===== config.mk =====
export PLATFORM = sky130hd
export DESIGN_NAME = drv_prot_device_flat
export DESIGN_NICKNAME = d
export VERILOG_FILES = /design/src/logic/drv_prot_pkg.sv /design/src/logic/drv_prot_if.sv /design/src/logic/drv_prot_device.sv /design/src/flat_wrapper.sv
export SDC_FILE = /design/constraint.sdc
export NUM_CORES = 1
export LEC_CHECK = 0
export ABC_CLOCK_PERIOD_IN_PS = 2500
export BUFFER_PORTS_ARGS = -buffer_cell sky130_fd_sc_hd__buf_2
export CAP_MARGIN = 20
export CELL_PAD_IN_SITES_DETAIL_PLACEMENT = 2
export CELL_PAD_IN_SITES_GLOBAL_PLACEMENT = 2
export CORE_MARGIN = 1
export CORE_UTILIZATION = 35
export DETAILED_ROUTE_END_ITERATION = 10
export HOLD_SLACK_MARGIN = 0.05
export PLACE_DENSITY = 0.88
export SLEW_MARGIN = 5
export SYNTH_ARGS = -nofsm -noshare
export SYNTH_HDL_FRONTEND = slang
export SYNTH_SLANG_ARGS = --single-unit
export TNS_END_PERCENT = 50

===== constraint.sdc =====
create_clock -name clk -period 2.5 [get_ports clk]
set_input_delay 0.125 -clock clk [delete_from_list [all_inputs] [get_ports clk]]
set_output_delay 0.125 -clock clk [all_outputs]
set_load 0.05 [all_outputs]

===== src/logic/drv_prot_pkg.sv =====
package drv_prot_pkg;
   // timing
   localparam int unsigned CLK_MHZ        = 200;
   localparam int unsigned TIMEOUT_US     = 1000;
   localparam int unsigned TIMEOUT_CYC    = TIMEOUT_US * CLK_MHZ;
   localparam int unsigned BLANK_NS       = 2500;
   localparam int unsigned BLANK_CYC      = (BLANK_NS * CLK_MHZ + 999) / 1000;

   // command word: [15:12] opcode, [11:1] payload, [0] odd parity
   localparam int unsigned CMD_W          = 16;
   localparam int unsigned OP_LSB         = 12;
   localparam int unsigned PL_LSB         = 1;
   localparam logic [3:0]  OP_MODE        = 4'h1;
   localparam logic [3:0]  OP_SELFTEST    = 4'h2;
   localparam logic [3:0]  OP_CTRL        = 4'h3;
   localparam logic [3:0]  OP_CFG         = 4'h4;
   localparam logic [3:0]  OP_CLEAR       = 4'h5;
   localparam logic [3:0]  OP_READ        = 4'h6;
   localparam logic [3:0]  OP_UNLOCK      = 4'h7;
   localparam logic [10:0] UNLOCK_KEY_A   = 11'h2A5;
   localparam logic [10:0] UNLOCK_KEY_B   = 11'h15A;

   // payload fields
   localparam int unsigned ST_COLLECTOR_SATURATION_LOSS_L1    = 0;
   localparam int unsigned ST_COLLECTOR_SATURATION_LOSS_L2    = 1;
   localparam int unsigned CFG_BOOST_COMP = 0;
   localparam int unsigned CFG_PAR_DIS    = 1;
   localparam int unsigned CFG_TWO_LEVEL_TURNOFF_EN   = 2;
   localparam int unsigned CFG_PLAT_LSB   = 3;

   // primary error register bits
   localparam int unsigned ERR_OVERHEAT   = 0;
   localparam int unsigned ERR_SERIAL     = 1;
   localparam int unsigned ERR_COLLECTOR_SATURATION_LOSS      = 2;
   localparam int unsigned ERR_W          = 3;

   // gate voltage codes and reset values
   localparam logic [4:0]  FULL_ON_LEVEL  = 5'h1F;
   localparam logic [4:0]  VBE_STEP       = 5'h02;
   localparam logic [4:0]  RST_WEAK_ON    = 5'h00;
   localparam logic [3:0]  RST_PLATEAU    = 4'h0;

   typedef enum logic [2:0] {
      default_mode       = 3'h0,
      configuration_mode = 3'h1,
      active_mode        = 3'h3,
      verification_mode  = 3'h2,
      weak_active_mode   = 3'h6
   } mode_e;

   function automatic logic odd_parity(input logic [CMD_W-1:1] body);
      odd_parity = ~(^body);
   endfunction : odd_parity
endpackage : drv_prot_pkg


===== src/logic/drv_prot_if.sv =====
interface drv_prot_if;
   import drv_prot_pkg::*;
   logic             cmd_valid;
   logic [CMD_W-1:0] cmd_word;
   logic             rsp_valid;
   logic [CMD_W-1:0] rsp_word;
   logic             pwm;
   logic             sf_oe;
   wire              sf_level;
   // open drain with pull-up: low only while the device drives
   assign sf_level = ~sf_oe;

   modport device_end (input cmd_valid, cmd_word, pwm, output rsp_valid, rsp_word, sf_oe);
   modport host_end   (output cmd_valid, cmd_word, pwm, input rsp_valid, rsp_word, sf_level);
endinterface : drv_prot_if


===== src/logic/drv_prot_device.sv =====
module drv_prot_device
   import drv_prot_pkg::*;
#(
   parameter int unsigned TIMEOUT_CYCLES = TIMEOUT_CYC,
   parameter int unsigned TEMP_W         = 10,
   parameter int unsigned OT_LIMIT       = 768
) (
   // clock and reset
   input  wire logic              clk,
   input  wire logic              rst_b,
   input  wire logic              ce,
   // link to the controller
   drv_prot_if.device_end         link,
   // analog side status
   input  wire logic [TEMP_W-1:0] temp_reading,
   input  wire logic              gate_supply_undervoltage,
   input  wire logic              digital_supply_ok,
   input  wire logic              collector_saturation_loss_comp_above,
   // gate side controls
   output logic                   gate_drive_on_pin,
   output logic [4:0]             gate_on_level,
   output logic                   reduced_gate_probe,
   output logic                   collector_saturation_loss_force,
   output logic                   high_gate_mon_en,
   output logic                   out_stage_mon_en,
   output logic [2:0]             mode_state,
   output logic [ERR_W-1:0]       primary_error_reg
);
   localparam int unsigned TMO_W = $clog2(TIMEOUT_CYCLES + 1);
   localparam int unsigned BLK_W = $clog2(BLANK_CYC + 1);

   if (TIMEOUT_CYCLES < 2 || TEMP_W < 1 || OT_LIMIT >= (1 << TEMP_W)) begin : g_bad_param
      $error("drv_prot_device: unusable parameter value");
   end

   mode_e            mode_q, mode_d;
   logic [1:0]       unlock_q, unlock_d;
   logic [1:0]       sh_sel_q, act_sel_q;
   logic [4:0]       weak_on_q;
   logic             comp_q, par_dis_q;
   logic [ERR_W-1:0] err_q, err_d;
   logic [TMO_W-1:0] tmo_q;
   logic [BLK_W-1:0] blk_q;
   logic             rsp_valid_q;
   logic [CMD_W-1:0] rsp_word_q;
   logic             sf_oe_q;

   // command decode
   wire logic [3:0]  op        = link.cmd_word[CMD_W-1:OP_LSB];
   wire logic [10:0] pl        = link.cmd_word[OP_LSB-1:PL_LSB];
   wire logic        take      = ce & link.cmd_valid;
   wire logic        par_ok    = par_dis_q | (link.cmd_word[0] == odd_parity(link.cmd_word[CMD_W-1:1]));
   wire logic        op_known  = (op >= OP_MODE) && (op <= OP_UNLOCK);
   wire logic        mode_code = pl[2:0] inside {default_mode, configuration_mode, active_mode,
                                                 verification_mode, weak_active_mode};
   wire logic        cmd_bad   = take & (~par_ok | ~op_known | (op == OP_MODE & ~mode_code));
   wire logic        cmd_ok    = take & ~cmd_bad;
   wire logic        in_cfg    = mode_q == configuration_mode;
   wire logic        in_test   = (mode_q == verification_mode) | (mode_q == weak_active_mode);
   wire logic        in_weak   = mode_q == weak_active_mode;
   wire logic        in_active = mode_q == active_mode;
   wire logic        unlocked  = unlock_q == 2'd2;
   wire logic        timed_out = in_test & (tmo_q == TMO_W'(TIMEOUT_CYCLES - 1));

   // mode transition table; refused requests leave the mode unchanged
   function automatic mode_e next_mode(input mode_e cur, input logic [2:0] tgt, input logic unl);
      next_mode = cur;
      unique case (tgt)
         default_mode:       next_mode = default_mode;
         configuration_mode: if (cur == default_mode) next_mode = configuration_mode;
         active_mode:        if (cur == configuration_mode) next_mode = active_mode;
         // from configuration once unlocked, or back from weak active mode without the unlock; never from active
         verification_mode:  if ((cur == configuration_mode && unl) || cur == weak_active_mode) begin
            next_mode = verification_mode;
         end
         weak_active_mode:   if (cur == verification_mode) next_mode = weak_active_mode;
         default:            next_mode = cur;
      endcase
   endfunction : next_mode

   always_comb begin
      mode_d = mode_q;
      if (timed_out) begin
         mode_d = default_mode;
      end else if (cmd_ok && op == OP_MODE) begin
         mode_d = next_mode(mode_q, pl[2:0], unlocked);
      end
   end

   // unlock: key A then key B back to back, any other accepted command restarts
   always_comb begin
      unlock_d = unlock_q;
      if (cmd_ok && !unlocked) begin
         if (op == OP_UNLOCK && pl == UNLOCK_KEY_A) begin
            unlock_d = 2'd1;
         end else if (op == OP_UNLOCK && pl == UNLOCK_KEY_B && unlock_q == 2'd1) begin
            unlock_d = 2'd2;
         end else begin
            unlock_d = 2'd0;
         end
      end
   end

   // selected test level, valid only inside the test modes
   wire logic lvl1 = in_test & act_sel_q[ST_COLLECTOR_SATURATION_LOSS_L1];
   wire logic lvl2 = in_test & act_sel_q[ST_COLLECTOR_SATURATION_LOSS_L2] & ~act_sel_q[ST_COLLECTOR_SATURATION_LOSS_L1];

   // gate drive: stopped by a latched saturation error until software clears it
   wire logic gate_allowed = in_active | (in_weak & ~lvl2);
   wire logic drive_d      = link.pwm & gate_allowed & ~err_q[ERR_COLLECTOR_SATURATION_LOSS];
   // saturation detection runs for any turn-on command in active or weak active mode, even when level 2 holds the gate off
   wire logic sat_watch    = link.pwm & (in_active | in_weak) & ~err_q[ERR_COLLECTOR_SATURATION_LOSS];
   wire logic blank_done   = blk_q == BLK_W'(BLANK_CYC);
   wire logic collector_saturation_loss_hit    = sat_watch & blank_done & (collector_saturation_loss_comp_above | lvl1);

   // probe level: one diode drop lower with booster compensation, floored at zero
   wire logic [4:0] comp_level  = (weak_on_q > VBE_STEP) ? (weak_on_q - VBE_STEP) : 5'h00;
   wire logic [4:0] probe_level = comp_q ? comp_level : weak_on_q;
   wire logic [4:0] level_d     = in_weak ? probe_level : FULL_ON_LEVEL;

   wire logic [ERR_W-1:0] err_set;
   assign err_set[ERR_OVERHEAT] = temp_reading > TEMP_W'(OT_LIMIT);
   assign err_set[ERR_SERIAL]   = cmd_bad;
   assign err_set[ERR_COLLECTOR_SATURATION_LOSS]    = collector_saturation_loss_hit;
   wire logic [ERR_W-1:0] err_clr = (cmd_ok && op == OP_CLEAR) ? pl[ERR_W-1:0] : '0;
   // a new event in the clearing cycle survives
   assign err_d = (err_q & ~err_clr) | err_set;

   wire logic [CMD_W-1:0] status_word = {mode_q, unlocked, act_sel_q, sh_sel_q, comp_q, par_dis_q,
                                         3'b000, err_q};

   always_ff @(posedge clk or negedge rst_b) begin
      if (!rst_b) begin
         mode_q <= default_mode;
         unlock_q <= 2'd0;
         err_q <= '0;
      end else if (ce) begin
         mode_q <= mode_d;
         unlock_q <= unlock_d;
         err_q <= err_d;
      end
   end

   // configuration writes are taken in configuration mode only
   always_ff @(posedge clk or negedge rst_b) begin
      if (!rst_b) begin
         sh_sel_q <= 2'b00;
         weak_on_q <= RST_WEAK_ON;
         comp_q <= 1'b0;
         par_dis_q <= 1'b0;
      end else if (ce && cmd_ok && in_cfg) begin
         if (op == OP_SELFTEST) sh_sel_q <= pl[1:0];
         if (op == OP_CTRL) weak_on_q <= pl[4:0];
         if (op == OP_CFG) begin
            comp_q <= pl[CFG_BOOST_COMP];
            par_dis_q <= pl[CFG_PAR_DIS];
         end
      end
   end

   // test selections take effect only when verification mode is entered
   always_ff @(posedge clk or negedge rst_b) begin
      if (!rst_b) begin
         act_sel_q <= 2'b00;
      end else if (ce) begin
         if (mode_d == verification_mode && in_cfg) act_sel_q <= sh_sel_q;
         else if (!(mode_d == verification_mode || mode_d == weak_active_mode)) act_sel_q <= 2'b00;
      end
   end

   // timeout spans the whole stay in the two test modes
   always_ff @(posedge clk or negedge rst_b) begin
      if (!rst_b) begin
         tmo_q <= '0;
      end else if (ce) begin
         tmo_q <= in_test ? tmo_q + 1'b1 : '0;
      end
   end

   always_ff @(posedge clk or negedge rst_b) begin
      if (!rst_b) begin
         blk_q <= '0;
      end else if (ce) begin
         if (!sat_watch) blk_q <= '0;
         else if (!blank_done) blk_q <= blk_q + 1'b1;
      end
   end

   always_ff @(posedge clk or negedge rst_b) begin
      if (!rst_b) begin
         rsp_valid_q <= 1'b0;
         rsp_word_q <= '0;
      end else if (ce) begin
         rsp_valid_q <= cmd_ok & (op == OP_READ);
         if (cmd_ok && op == OP_READ) rsp_word_q <= status_word;
      end
   end

   always_ff @(posedge clk or negedge rst_b) begin
      if (!rst_b) begin
         gate_drive_on_pin <= 1'b0;
         gate_on_level <= FULL_ON_LEVEL;
         reduced_gate_probe <= 1'b0;
         collector_saturation_loss_force <= 1'b0;
         high_gate_mon_en <= 1'b1;
         out_stage_mon_en <= 1'b1;
         sf_oe_q <= 1'b0;
      end else if (ce) begin
         gate_drive_on_pin <= drive_d;
         gate_on_level <= level_d;
         reduced_gate_probe <= mode_d == weak_active_mode;
         collector_saturation_loss_force <= lvl1;
         high_gate_mon_en <= ~(mode_d inside {verification_mode, weak_active_mode});
         out_stage_mon_en <= ~(mode_d inside {verification_mode, weak_active_mode});
         sf_oe_q <= gate_supply_undervoltage | ~digital_supply_ok;
      end
   end

   assign mode_state = mode_q;
   assign primary_error_reg = err_q;
   assign link.rsp_valid = rsp_valid_q;
   assign link.rsp_word = rsp_word_q;
   assign link.sf_oe = sf_oe_q;
endmodule : drv_prot_device


===== src/flat_wrapper.sv =====
// flat-port wrapper written by rule: the top's interface ports become plain ports
module drv_prot_device_flat import drv_prot_pkg::*;
#(
   parameter int unsigned TIMEOUT_CYCLES = TIMEOUT_CYC,
   parameter int unsigned TEMP_W         = 10,
   parameter int unsigned OT_LIMIT       = 768
)
  (clk, rst_b, ce, temp_reading, gate_supply_undervoltage, digital_supply_ok, collector_saturation_loss_comp_above, gate_drive_on_pin, gate_on_level, reduced_gate_probe, collector_saturation_loss_force, high_gate_mon_en, out_stage_mon_en, mode_state, primary_error_reg, link_cmd_valid, link_cmd_word, link_pwm, link_rsp_valid, link_rsp_word, link_sf_oe);
  drv_prot_if link_i ();
  input  wire logic clk;
  input  wire logic rst_b;
  input  wire logic ce;
  input  wire logic [TEMP_W-1:0] temp_reading;
  input  wire logic gate_supply_undervoltage;
  input  wire logic digital_supply_ok;
  input  wire logic collector_saturation_loss_comp_above;
  output logic gate_drive_on_pin;
  output logic [4:0] gate_on_level;
  output logic reduced_gate_probe;
  output logic collector_saturation_loss_force;
  output logic high_gate_mon_en;
  output logic out_stage_mon_en;
  output logic [2:0] mode_state;
  output logic [ERR_W-1:0] primary_error_reg;
  input wire logic [$bits(link_i.cmd_valid)-1:0] link_cmd_valid;
  input wire logic [$bits(link_i.cmd_word)-1:0] link_cmd_word;
  input wire logic [$bits(link_i.pwm)-1:0] link_pwm;
  output wire logic [$bits(link_i.rsp_valid)-1:0] link_rsp_valid;
  output wire logic [$bits(link_i.rsp_word)-1:0] link_rsp_word;
  output wire logic [$bits(link_i.sf_oe)-1:0] link_sf_oe;
  assign link_i.cmd_valid = link_cmd_valid;
  assign link_i.cmd_word = link_cmd_word;
  assign link_i.pwm = link_pwm;
  assign link_rsp_valid = link_i.rsp_valid;
  assign link_rsp_word = link_i.rsp_word;
  assign link_sf_oe = link_i.sf_oe;
  drv_prot_device #(.TIMEOUT_CYCLES(TIMEOUT_CYCLES), .TEMP_W(TEMP_W), .OT_LIMIT(OT_LIMIT)) u_core (.clk(clk), .rst_b(rst_b), .ce(ce), .link(link_i), .temp_reading(temp_reading), .gate_supply_undervoltage(gate_supply_undervoltage), .digital_supply_ok(digital_supply_ok), .collector_saturation_loss_comp_above(collector_saturation_loss_comp_above), .gate_drive_on_pin(gate_drive_on_pin), .gate_on_level(gate_on_level), .reduced_gate_probe(reduced_gate_probe), .collector_saturation_loss_force(collector_saturation_loss_force), .high_gate_mon_en(high_gate_mon_en), .out_stage_mon_en(out_stage_mon_en), .mode_state(mode_state), .primary_error_reg(primary_error_reg));
endmodule

# [After elaboration in Yosys (flattened, before gate mapping)]
# Cells that the tools add are included.
[word_totals] reg_bits=70 in_bits=34 out_inout_bits=34 elab_cells=133
[classes] n_addsub=3 n_lt_le_gt_ge=4 n_eq_ne=26 n_mux=18 bitwise_logic=37 n_reduce_logical=27
[ops] cell="2-to-1 mux 3 bit" count=7
[ops] cell="adder 18 x 1 -> 18 bit (second input constant)" count=1
[ops] cell="equality test 18 bit (second input constant)" count=1
[ops] cell="2-to-1 mux 18 bit" count=1
[ops] cell="2-to-1 mux 9 bit" count=2
[ops] cell="bitwise AND 1 bit" count=16
[ops] cell="equality test 4 x 3 -> 1 bit (second input constant)" count=4
[ops] cell="equality test 3 x 2 -> 1 bit (second input constant)" count=5
[ops] cell="2-to-1 mux 5 bit" count=3
[ops] cell="one-hot mux 3 bit (5 select lines)" count=1
[ops] cell="parity 15 bit" count=1
[ops] cell="AND reduction 2 bit" count=7
[ops] cell="logical AND 1 bit" count=12
[ops] cell="equality test 11 x 10 -> 1 bit (second input constant)" count=1
[ops] cell="equality test 11 x 9 -> 1 bit (second input constant)" count=1
[ops] cell="> comparator 10 bit (second input constant)" count=1
[ops] cell="NOT 1 bit" count=10
[ops] cell="adder 9 x 1 -> 9 bit (second input constant)" count=1
[ops] cell="equality test 3 bit (second input constant)" count=3
[ops] cell="equality test 9 bit (second input constant)" count=1
[ops] cell="equality test 4 x 2 -> 1 bit (second input constant)" count=2
[ops] cell="2-to-1 mux 2 bit" count=4
[ops] cell="OR 1 bit" count=8
[ops] cell="equality test 3 x 1 -> 1 bit (second input constant)" count=2
[ops] cell="other kinds (18)" count=20

# [Longest topological paths before layout]
# Gate-level depths: netlist (run 1).
[logic_depth] ltp_word=17 ltp_mapped=10 mapped_depth_nobuf=9

# [Least setup slack after synthesis (run 1)]
# Ideal clock, no wire load.
[synth_path] path_type="input to register" from="input port link_cmd_word[3]" to="register u_core.rsp_word_q[12], in the netlist u_core.link.rsp_word[12]" setup_time_ns=0.125 t_arrival_ns=2.190 t_required_ns=2.375 path_slack_ns=0.185 path_stages=9 n_path_buf=1 cell_sequence="inv_1 -> ha_1 -> xnor2_1 -> xnor2_1 -> xnor3_1 -> o2111a_2 -> nand4b_4 -> buf_6 -> mux2_2"
[synth_via] elab_chain_len=12 elab_cells_between_ends=20 cone_classes="5 x eq/ne; 10 x bitwise; 5 x reduce/logical"
[synth_lines] item="start, declared" line_no="flat_wrapper.sv:26" text="input wire logic [$bits(link_i.cmd_word)-1:0] link_cmd_word;"
[synth_lines] item="parity 15 bit" line_no="drv_prot_pkg.sv:52" text="odd_parity = ~(^body);"
[synth_lines] item="NOT 1 bit" line_no="drv_prot_pkg.sv:52"
[synth_lines] item="equality test 1 bit" line_no="drv_prot_device.sv:52" text="wire logic par_ok = par_dis_q | (link.cmd_word[0] == odd_parity(link.cmd_word[CMD_W-1:1]));"
[synth_lines] item="OR 1 bit" line_no="drv_prot_device.sv:52"
[synth_lines] item="NOT 1 bit" line_no="drv_prot_device.sv:56" text="wire logic cmd_bad = take & (~par_ok | ~op_known | (op == OP_MODE & ~mode_code));"
[synth_lines] item="OR 1 bit" line_no="drv_prot_device.sv:56"
[synth_lines] item="OR 1 bit (*)" line_no="drv_prot_device.sv:56"
[synth_lines] item="bitwise AND 1 bit (*)" line_no="drv_prot_device.sv:56"
[synth_lines] item="NOT 1 bit (*)" line_no="drv_prot_device.sv:57" text="wire logic cmd_ok = take & ~cmd_bad;"
[synth_lines] item="bitwise AND 1 bit (*)" line_no="drv_prot_device.sv:57"
[synth_lines] item="logical AND 1 bit (*)" line_no="drv_prot_device.sv:195" text="if (cmd_ok && op == OP_READ) rsp_word_q <= status_word;"
[synth_lines] item="AND reduction 2 bit (no line) (*)"
[synth_lines] item="end signal, assigned" line_no="drv_prot_device.sv:195"
[synth_lines] item="end, declared" line_no="drv_prot_device.sv:45" text="logic [CMD_W-1:0] rsp_word_q;"
# Every way passes the cells marked *; elsewhere a longest branch is shown, timed or not.
# A chain may end at the register's enable or synchronous reset.

# [Worst setup path in the final report (run 1)]
[layout_path] from="register u_core.tmo_q[12]" to="register u_core.act_sel_q[1]"
[layout_via] elab_chain_len=7 elab_cells_between_ends=10 cone_classes="4 x eq/ne; 2 x mux; 1 x bitwise; 3 x reduce/logical"
[layout_lines] item="start, declared" line_no="drv_prot_device.sv:42" text="logic [TMO_W-1:0] tmo_q;"
[layout_lines] item="start signal, assigned" line_no="drv_prot_device.sv:176" text="tmo_q <= in_test ? tmo_q + 1'b1 : '0;"
[layout_lines] item="equality test 18 bit (*)" line_no="drv_prot_device.sv:63" text="wire logic timed_out = in_test & (tmo_q == TMO_W'(TIMEOUT_CYCLES - 1));"
[layout_lines] item="bitwise AND 1 bit (*)" line_no="drv_prot_device.sv:63"
[layout_lines] item="2-to-1 mux 3 bit (*)" line_no="drv_prot_device.sv:83" text="if (timed_out) begin"
[layout_lines] item="equality test 3 x 2 -> 1 bit / equality test 3 bit (equally long branches)" line_no="drv_prot_device.sv:166, drv_prot_device.sv:167"
[layout_lines] item="logical OR 1 bit / logical AND 1 bit (equally long branches)" line_no="drv_prot_device.sv:167, drv_prot_device.sv:166"
[layout_lines] item="!= test 2 x 1 -> 1 bit (no line)"
[layout_lines] item="AND reduction 2 bit (no line)"
[layout_lines] item="end signal, assigned" line_no="drv_prot_device.sv:166" text="if (mode_d == verification_mode && in_cfg) act_sel_q <= sh_sel_q;"
[layout_lines] item="end, declared" line_no="drv_prot_device.sv:38" text="logic [1:0] sh_sel_q, act_sel_q;"
# Marked as above.

==> flow_summary.toml, run 1 <==
[setup_path]
crit_path_start_kind = "register"
critPathBufInv = 0
rr_endpoint = "u_core.act_sel_q[1]$_DFFE_PN0P_"
critical-path-max-stage-delay_ns = 0.67
rr_startpoint = "u_core.tmo_q[12]$_DFFE_PN0P_"
r2r_cells = 6
cp_max_fo = 4
criticalPathCategory = "register to register"
worstPathArrival_ns = 2.60
worstSetupEndpointType = "register"
critPathRequiredTime_ns = 2.76
slowest_stage = "or4b_2"
rrSetupSlack_ns = 0.16
path_depth = 6
crit_chain = "or4b_2 > nor3_1 > nand4_1 > a32oi_2 > o31ai_1 > a32o_1"
cpLargestDelayFamily = "simple AND/OR/NAND/NOR gates"

[clock_network]
htreeDepth = 3
cts.sinks = 70
cts_root_buf = "clkbuf_8"
clk_pin_slew_worst_paths_ns = 0.08
clock_latency_ns = 0.37
clockBufferDepth = 2
tritoncts = "built"
cts_setup_buffers = 0
cts_buffers = 9

[routing]
route.detailed.wl_per_inst_um = 19.54
first_pass_iters = 4
via_per_inst = 5.394
antenna_left = 0
drt_iter0_drc = 102
wl_mm = 12.16
drc = 0
vias = 3355

[timing]
fmax_ghz = 0.4265
fin_skew_ns = 0.009651
holdWs_ns = 0.06886
drv_slew = 0
fin_setup_tns_ns = 0
fin_crit_ns = 2.345
relSlewSlack_pct = 52.96
worst_pin_slew_ns = 0.7029
rsz0062_at_grt = "no"
post-route-period-util_pct = 93.79
fin_ws_ns = 0.1552
finalHoldViolations = 0
setup_violations = 0

[finish]
n_fill_cell = 1142
layout.cells.non_filler = 622
area_delta_synth_final_pct = 21.40
final_cell_area_um2 = 4692
largest_reg_flops = 18
drive_above_1_share_pct = 26.76
nets = 527
antenna_cells = 0
top_register = "u_core.tmo_q"

[logic_synthesis]
synth_mux_area_share_pct = 5.083
synth.most_common_cell = "dfrtp_1"
synth_fa_ha_area_share_pct = 5.180
synth_compound_area_share_pct = 11.46
syn_avg_cell_area_um2 = 9.735
synth-seq-cells = 70
synth_xor_area_share_pct = 7.025
synth_top_family_by_area = "simple AND/OR/NAND/NOR gates"
ys_seq_area_share_pct = 45.52
ys_warn_count = 0
synthArstFlopShare_pct = 100.0
synth_cells = 397
synthTopCellsByArea = "dfrtp_1, ha_1, dfstp_2, nor2_1, mux2_2"
yosysUniqueCellTypes = 57
synth.cell_area_um2 = 3865
synthSimpleGateAreaFrac_pct = 20.36
synth_largest_area_cell = "dfrtp_1"
synth-edff-count = 0
synth_common_cells = "dfrtp_1, nor2_1, nand2_1"
synth_ff_type = "dfrtp_1"
synth_top_area_share_pct = 41.44

[power_and_ir_drop]
irDropWorstVdd_mv = 0.3202
power.density_nw_per_um2 = 605.8
leakage_nw = 2.191

[min_path]
hp-class = "input port to register"
worst_hold_path.endpoint = "u_core.primary_error_reg[0]$_DFFE_PN0P_"
min_path_cells = 3
hp-start = "temp_reading[8]"

[grt]
grt_usage_pct = 23.01
grt_pass1_vias = 3846
antenna_found_initial = 0
grt_max_degree = 71
grt_pass1_wl_mm = 19.94
grt.overflow.total = 0

[job]
cap_violations = 0

[floorplanning]
core_region_area_um2 = 10790
die_w_um = 107.1
dieArea_um2 = 11470
io_pins = 68
rows = 38
die_h_um = 107.1
initial_core_util_pct = 35.81

[placed_design]
io_buffers = 64
preCtsSetupSlack_ns = -0.1201
gp_congestion = 0.8497
dp_hpwl_mm = 8.681
placed_area_um2 = 4398
dp_cells = 601

[run_status]
outcome = "complete, no violations"
-- where the power goes --
part           leakage (nW)  total (W)  switching, W  internal, W
Combinational          1.16   0.000492      0.000305     0.000187
Clock                 0.119    0.00112      0.000467     0.000657
Sequential            0.914    0.00123     0.0000499      0.00118
-- cell type report --
class / instances / area (um2) / area share [%]
Multi-Input combinational cell: 284 / 1917 / 40.85
Sequential cell: 70 / 1759 / 37.49
Timing Repair Buffer: 85 / 503.0 / 10.72
Tap cell: 140 / 175.2 / 3.733
Clock buffer: 9 / 123.9 / 2.640
Clock inverter: 7 / 112.6 / 2.400
Inverter: 27 / 101.3 / 2.160
-- through the flow --
step                power [W]  utilization, %
global route         0.002966           43.47
global placement     0.001694           40.75
floorplan            0.001545               -
detailed placement   0.001717           40.75
CTS                  0.002879           43.40
finish               0.002842           43.47
-- kinds of logic after synthesis --
kind of cell | Yosys count
buffers and inverters | 45
AO/OA/AOI/OAI | 68
XOR/XNOR | 27
other | 1
AND/OR/NAND/NOR | 153
multiplexers | 17
adder cells (fa/ha/maj) | 16
flip-flops | 70
-- placed cells by master (no fill, tap or decap), drive strengths merged, types with 4 or more instances in the layout --
cell / netlist / routed
nand2: 37 / 37
buf: 8 / 80
inv: 27 / 27
a31oi: 4 / 4
ha: 16 / 16
nor3: 8 / 8
a21oi: 11 / 11
nor2: 42 / 42
dfstp: 6 / 6
clkbuf: 10 / 9
nor2b: 6 / 6
xor2: 11 / 11
dlygate4sd3: 0 / 5
mux2: 15 / 15
o21ai: 28 / 28
a32o: 4 / 4
dfrtp: 64 / 64
nand4: 8 / 8
nand3: 21 / 21
and3: 6 / 6
xnor2: 14 / 14
-- worst max path at each step --
stage | startpoint | to
2_1_floorplan | link_cmd_word[3] | u_core.link.rsp_word[12]$_DFFE_PN0P_
3_3_place_gp | link_cmd_word[3] | u_core.link.rsp_word[14]$_DFFE_PN0P_
3_5_place_dp | link_cmd_word[3] | u_core.link.rsp_word[11]$_DFFE_PN0P_
4_1_cts | u_core.tmo_q[12]$_DFFE_PN0P_ | u_core.act_sel_q[1]$_DFFE_PN0P_
5_1_grt | link_cmd_word[3] | u_core.act_sel_q[1]$_DFFE_PN0P_
6_report | u_core.tmo_q[12]$_DFFE_PN0P_ | u_core.act_sel_q[1]$_DFFE_PN0P_
-- metal layers --
metal  part of all wire [%]  global-route usage [%]
met1                     39                   25.62
met3                    3.1                   4.195
met5                      0                       0
met2                     55                   42.40
met4                    2.6                   10.27
-- timing repair --
item,CTS,global route
resized for setup,0,1
setup endpoints to repair,0,2
hold endpoints to repair,67,0
hold buffers,5,0
-- tightest hold or removal path, delay by kind of cell --
kind                   cells  cell delay [ns]
and+or+nand+nor            2             0.18
buffers and inverters      1             0.09
(Power assumes the default switching activity.)
==> inputs of run 2 (changes only) <==
ABC_CLOCK_PERIOD_IN_PS = 2900   (was 2500)
CORE_UTILIZATION = 38   (was 35)
PLACE_DENSITY = 0.94   (was 0.88)
clock period = 2.9 ns   (was 2.5 ns; I/O delays follow)
==> flow_summary.toml, run 2 (synthesis results as in run 1) <==
[floorplanning]
core_region_area_um2 = 9819
io_pins = 68
initial_core_util_pct = 39.36
rows = 36
dieArea_um2 = 10580
die_w_um = 102.9
die_h_um = 102.9

[grt]
grt_pass1_wl_mm = 20.15
grt_usage_pct = 26.02
antenna_found_initial = 0
grt_max_degree = 37
grt.overflow.total = 0
grt_pass1_vias = 3695

[power_and_ir_drop]
leakage_nw = 2.095
power.density_nw_per_um2 = 486.6
irDropWorstVdd_mv = 0.2790

[clock_network]
htreeDepth = 3
tritoncts = "built"
clock_latency_ns = 0.37
clk_pin_slew_worst_paths_ns = 0.09
cts.sinks = 70
cts_buffers = 9
cts_setup_buffers = 0
clockBufferDepth = 2
cts_root_buf = "clkbuf_8"

[finish]
antenna_cells = 0
top_register = "u_core.tmo_q"
area_delta_synth_final_pct = 16.61
multi_input_area_um2 = 1909
final_cell_area_um2 = 4507
n_fill_cell = 1100
largest_reg_flops = 18
drive_above_1_share_pct = 23.99
nets = 516
mostFrequentLayoutCells = "buf_2, dfrtp_1, nor2_1"
layout.cells.non_filler = 604
register_area_um2 = 1759

[setup_path]
cp_max_fo = 7
cpLargestDelayFamily = "compound AO/OA/AOI/OAI gates"
critical-path-max-stage-delay_ns = 0.53
crit_chain = "buf_2 > inv_1 > ha_1 > xnor2_1 > xnor2_1 > xnor3_1 > o2111ai_1 > a32oi_1 > o31ai_1 > a32o_1"
worstPathArrival_ns = 2.92
critPathRequiredTime_ns = 3.21
cpMostUsedCell = "xnor2_1"
critPathBufInv = 2
crit_path_start_kind = "input port"
criticalPathCategory = "input port to register"
worstSetupEndpointType = "register"
slowest_stage = "xnor3_1"

[routing]
drc = 0
first_pass_iters = 4
wl_mm = 12.64
via_per_inst = 5.493
route.detailed.wl_per_inst_um = 20.92
vias = 3318
antenna_left = 0
drt_iter0_drc = 63

[timing]
fin_crit_ns = 2.605
rsz0062_at_grt = "no"
worst_pin_slew_ns = 0.7320
fmax_ghz = 0.3839
post-route-period-util_pct = 89.82
relSlewSlack_pct = 51.02
fin_ws_ns = 0.2951
setup_violations = 0
finalHoldViolations = 0
fin_setup_tns_ns = 0
fin_skew_ns = 0.02070
drv_slew = 0

[placed_design]
preCtsSetupSlack_ns = 0.1344
gp_congestion = 0.8870
io_buffers = 64
dp_cells = 583
placed_area_um2 = 4294
dp_hpwl_mm = 8.936

[job]
cap_violations = 0

[min_path]
hp-class = "input port to register"

[run_status]
outcome = "complete, no violations"
-- run 2: per-layer routing --
layer / part of all wire, % / vias up / global-route usage, %
li1: - / 1509 / -
met1: 41 / 1723 / 29.45
met2: 54 / 65 / 47.23
met3: 3.0 / 21 / 6.102
met4: 2.4 / 0 / 10.18
met5: 0 / - / 0
-- run 2: what timing repair did --
item                                   4_1_cts  5_1_grt
hold buffers                                 5        0
gates resized for setup                      0        0
endpoints found under the hold margin       21        0
setup endpoints to repair                    0        0
-- run 2: final timing paths --
path / to / start / slack [ns] / cells after the start
setup / recovery: u_core.act_sel_q[0]$_DFFE_PN0P_ / link_cmd_word[1] / 0.30 / 10
hold / removal: u_core.weak_on_q[4]$_DFFE_PN0P_ / link_cmd_word[5] / 0.05 / 2
setup reg to reg: u_core.act_sel_q[0]$_DFFE_PN0P_ / u_core.tmo_q[7]$_DFFE_PN0P_ / 0.33 / 6
hold reg to reg: u_core.gate_on_level[0]$_DFFE_PN1P_ / u_core.gate_on_level[0]$_DFFE_PN1P_ / 0.50 / 2
max in group asynchronous: u_core.blk_q[6]$_DFFE_PN0P_ / rst_b / 1.79 / 3
min in group asynchronous: u_core.tmo_q[11]$_DFFE_PN0P_ / rst_b / 0.33 / 2
-- run 2: area by class of cell --
| type | count | share of cell area [%] |
|---|---|---|
| clock buffer | 14 | 3.387 |
| clock inverter | 2 | 0.2221 |
| inverter | 27 | 2.249 |
| multi-input combinational | 284 | 42.37 |
| sequential | 70 | 39.03 |
| tap | 133 | 3.692 |
| timing repair buffer | 74 | 9.051 |
-- run 2: per-stage QoR --
| step | utilization, % | total power (W) | hold slack (ns) |
|---|---|---|---|
| 2_1_floorplan | - | 0.001332 | -0.1506 |
| 3_3_place_gp | 43.73 | 0.001446 | 0.1777 |
| 3_5_place_dp | 43.73 | 0.001475 | 0.1966 |
| 4_1_cts | 45.90 | 0.002186 | 0.05288 |
| 5_1_grt | 45.90 | 0.002284 | 0.05707 |
| 6_report | 45.90 | 0.002193 | 0.05496 |
-- run 2: where the power goes --
group	internal (W)	switching, W
logic	0.000151	0.000267
clock network	0.000333	0.000380
registers	0.00101	0.0000471
total	0.00150	0.000694
==> inputs of run 3 (changes only) <==
ABC_CLOCK_PERIOD_IN_PS = 3300   (was 2900)
clock period = 3.3 ns   (was 2.9 ns; I/O delays follow)
==> flow_summary.toml, run 3 (synthesis results as in run 1) <==
[finish]
drive_above_1_share_pct = 24.68
top_register = "u_core.tmo_q"
antenna_cells = 0
area_delta_synth_final_pct = 16.80
mostFrequentLayoutCells = "buf_2, dfrtp_1, nor2_1"
largest_reg_flops = 18
nets = 512
post-route-util_pct = 45.97
layout.cells.non_filler = 599

[floorplanning]
io_pins = 68
die_h_um = 102.9
initial_core_util_pct = 39.36
rows = 36
core_region_area_um2 = 9819
dieArea_um2 = 10580
die_w_um = 102.9

[setup_path]
cpMostUsedCell = "xnor2_1"
critPathBufInv = 2
slowest_stage = "xnor3_1"
rrSetupSlack_ns = 0.73
crit_chain = "buf_2 > inv_1 > ha_1 > xnor2_1 > xnor2_1 > xnor3_1 > o2111ai_1 > a32oi_1 > nor3_1 > a32o_1"
cpLargestDelayFamily = "XOR/XNOR gates"
critPathRequiredTime_ns = 3.59
cp_max_fo = 7
worstSetupEndpointType = "register"
criticalPathCategory = "input port to register"
worstPathArrival_ns = 2.86
critical-path-max-stage-delay_ns = 0.53
crit_path_start_kind = "input port"

[power_and_ir_drop]
p_int_w = 0.001427
p_sw_w = 0.0006329
irDropWorstVdd_mv = 0.2235
leakage_nw = 2.101
seq_power_share_pct = 45.2
power.share.combinational_pct = 17.9
swShare_pct = 30.73
power.density_nw_per_um2 = 456.3
power_frac_clock_pct = 36.9

[timing]
fin_crit_ns = 2.568
worst_pin_slew_ns = 0.8108
fin_skew_ns = 0.006993
rsz0062_at_grt = "no"
post-route-period-util_pct = 77.81
finalHoldViolations = 0
drv_slew = 0
relSlewSlack_pct = 45.75
fmax_ghz = 0.3895
fin_setup_tns_ns = 0
setup_violations = 0

[routing]
maxUsedRoutingLayer = "met4"
first_pass_iters = 4
wl_met2_mm = 7.173
drc = 0
via_per_inst = 5.631
route.detailed.wl_per_inst_um = 22.72
wl_met3_um = 472
antenna_left = 0
wl_mm = 13.61
vias = 3373
drt_iter0_drc = 123
wl_met1_mm = 5.525

[grt]
grt_max_degree = 52
grt_usage_pct = 27.70
grt_pass1_wl_mm = 21.59
antenna_found_initial = 0
grt.overflow.total = 0
grt_pass1_vias = 3867

[clock_network]
clock_latency_ns = 0.35
cts_root_buf = "clkbuf_8"
clockBufferDepth = 2
cts_buffers = 9
tritoncts = "built"
clk_pin_slew_worst_paths_ns = 0.08
cts.sinks = 70
htreeDepth = 3

[run_status]
outcome = "complete, no violations"

[placed_design]
dp_hpwl_mm = 9.430
gp_congestion = 0.9630
io_buffers = 64
dp_cells = 582

[job]
cap_violations = 0

[min_path]
hp-class = "input port to register"
## run 3: changes by cell type in the layout (fill, tap and decap cells not counted), sizes merged
| cell | delta |
|---|---|
| buf | -1 |
| bufinv | +1 |
| clkbuf | -2 |
| clkinv | -1 |
| clkinvlp | +1 |
| dlygate4sd3 | -3 |
## run 3: metal layers
layer / vias to the layer above / GRT usage (%)
met2: 106 / 49.08
met4: 0 / 12.89
met5: - / 0
met3: 36 / 4.000
li1: 1508 / -
met1: 1723 / 33.19
## run 3: cell type report
| cell class | instances | area, um2 |
|---|---|---|
| Multi-Input combinational cell | 284 | 1909 |
| Sequential cell | 70 | 1759 |
| Clock buffer | 12 | 165.2 |
| Fill cell | 1090 | 5305 |
| Inverter | 27 | 101.3 |
| Tap cell | 133 | 166.4 |
| Timing Repair Buffer | 70 | 370.4 |
| Clock inverter | 3 | 42.54 |
## run 3: worst paths after layout
check | start | to | depth (start not counted)
max in group asynchronous | rst_b | u_core.weak_on_q[3]$_DFFE_PN0P_ | 3
min in group asynchronous | rst_b | u_core.tmo_q[8]$_DFFE_PN0P_ | 2
worst min register to register | u_core.link.rsp_word[6]$_DFFE_PN0P_ | u_core.link.rsp_word[6]$_DFFE_PN0P_ | 2
worst max register to register | u_core.tmo_q[7]$_DFFE_PN0P_ | u_core.reduced_gate_probe$_DFFE_PN0P_ | 6
worst min-delay path | link_cmd_word[5] | u_core.weak_on_q[4]$_DFFE_PN0P_ | 2
worst max-delay path | link_cmd_word[1] | u_core.reduced_gate_probe$_DFFE_PN0P_ | 10
## run 3: timing repair
item                      4_1_cts  5_1_grt
gates resized for setup         0        0
hold buffers                    2        0
buffers inserted                0        0
hold endpoints to repair       15        0
## run 3: power groups by stage
stage | registers [W] | logic, W | clock network [W]
2_1_floorplan | 0.000983 | 0.000187 | 0
3_3_place_gp | 0.000942 | 0.000328 | 0
3_5_place_dp | 0.000946 | 0.000352 | 0
4_1_cts | 0.000931 | 0.000368 | 0.000767
5_1_grt | 0.000936 | 0.000394 | 0.000799
6_report | 0.000932 | 0.000368 | 0.000760
## run 3: worst register-to-register path, stage by stage, from the launching register on
cell	delay [ns]
dfrtp_1	0.46
or4b_2	0.70
nor3_1	0.19
nand4_1	0.24
a32oi_1	0.44
nor3_1	0.13
a32o_1	0.28
## run 3: metrics by stage
step | total power, W | setup slack (ns) | instance area, um2 | hold slack, ns
finish | 0.002060 | 0.7324 | 4514 | 0.08478
global route | 0.002129 | 0.6108 | 4514 | 0.09486
CTS | 0.002066 | 0.7676 | 4514 | 0.07768
detailed placement | 0.001298 | 0.5474 | 4287 | 0.1415
global placement | 0.001270 | 0.7006 | 4287 | 0.1299
floorplan | 0.001170 | 0.9449 | 3872 | -0.1306
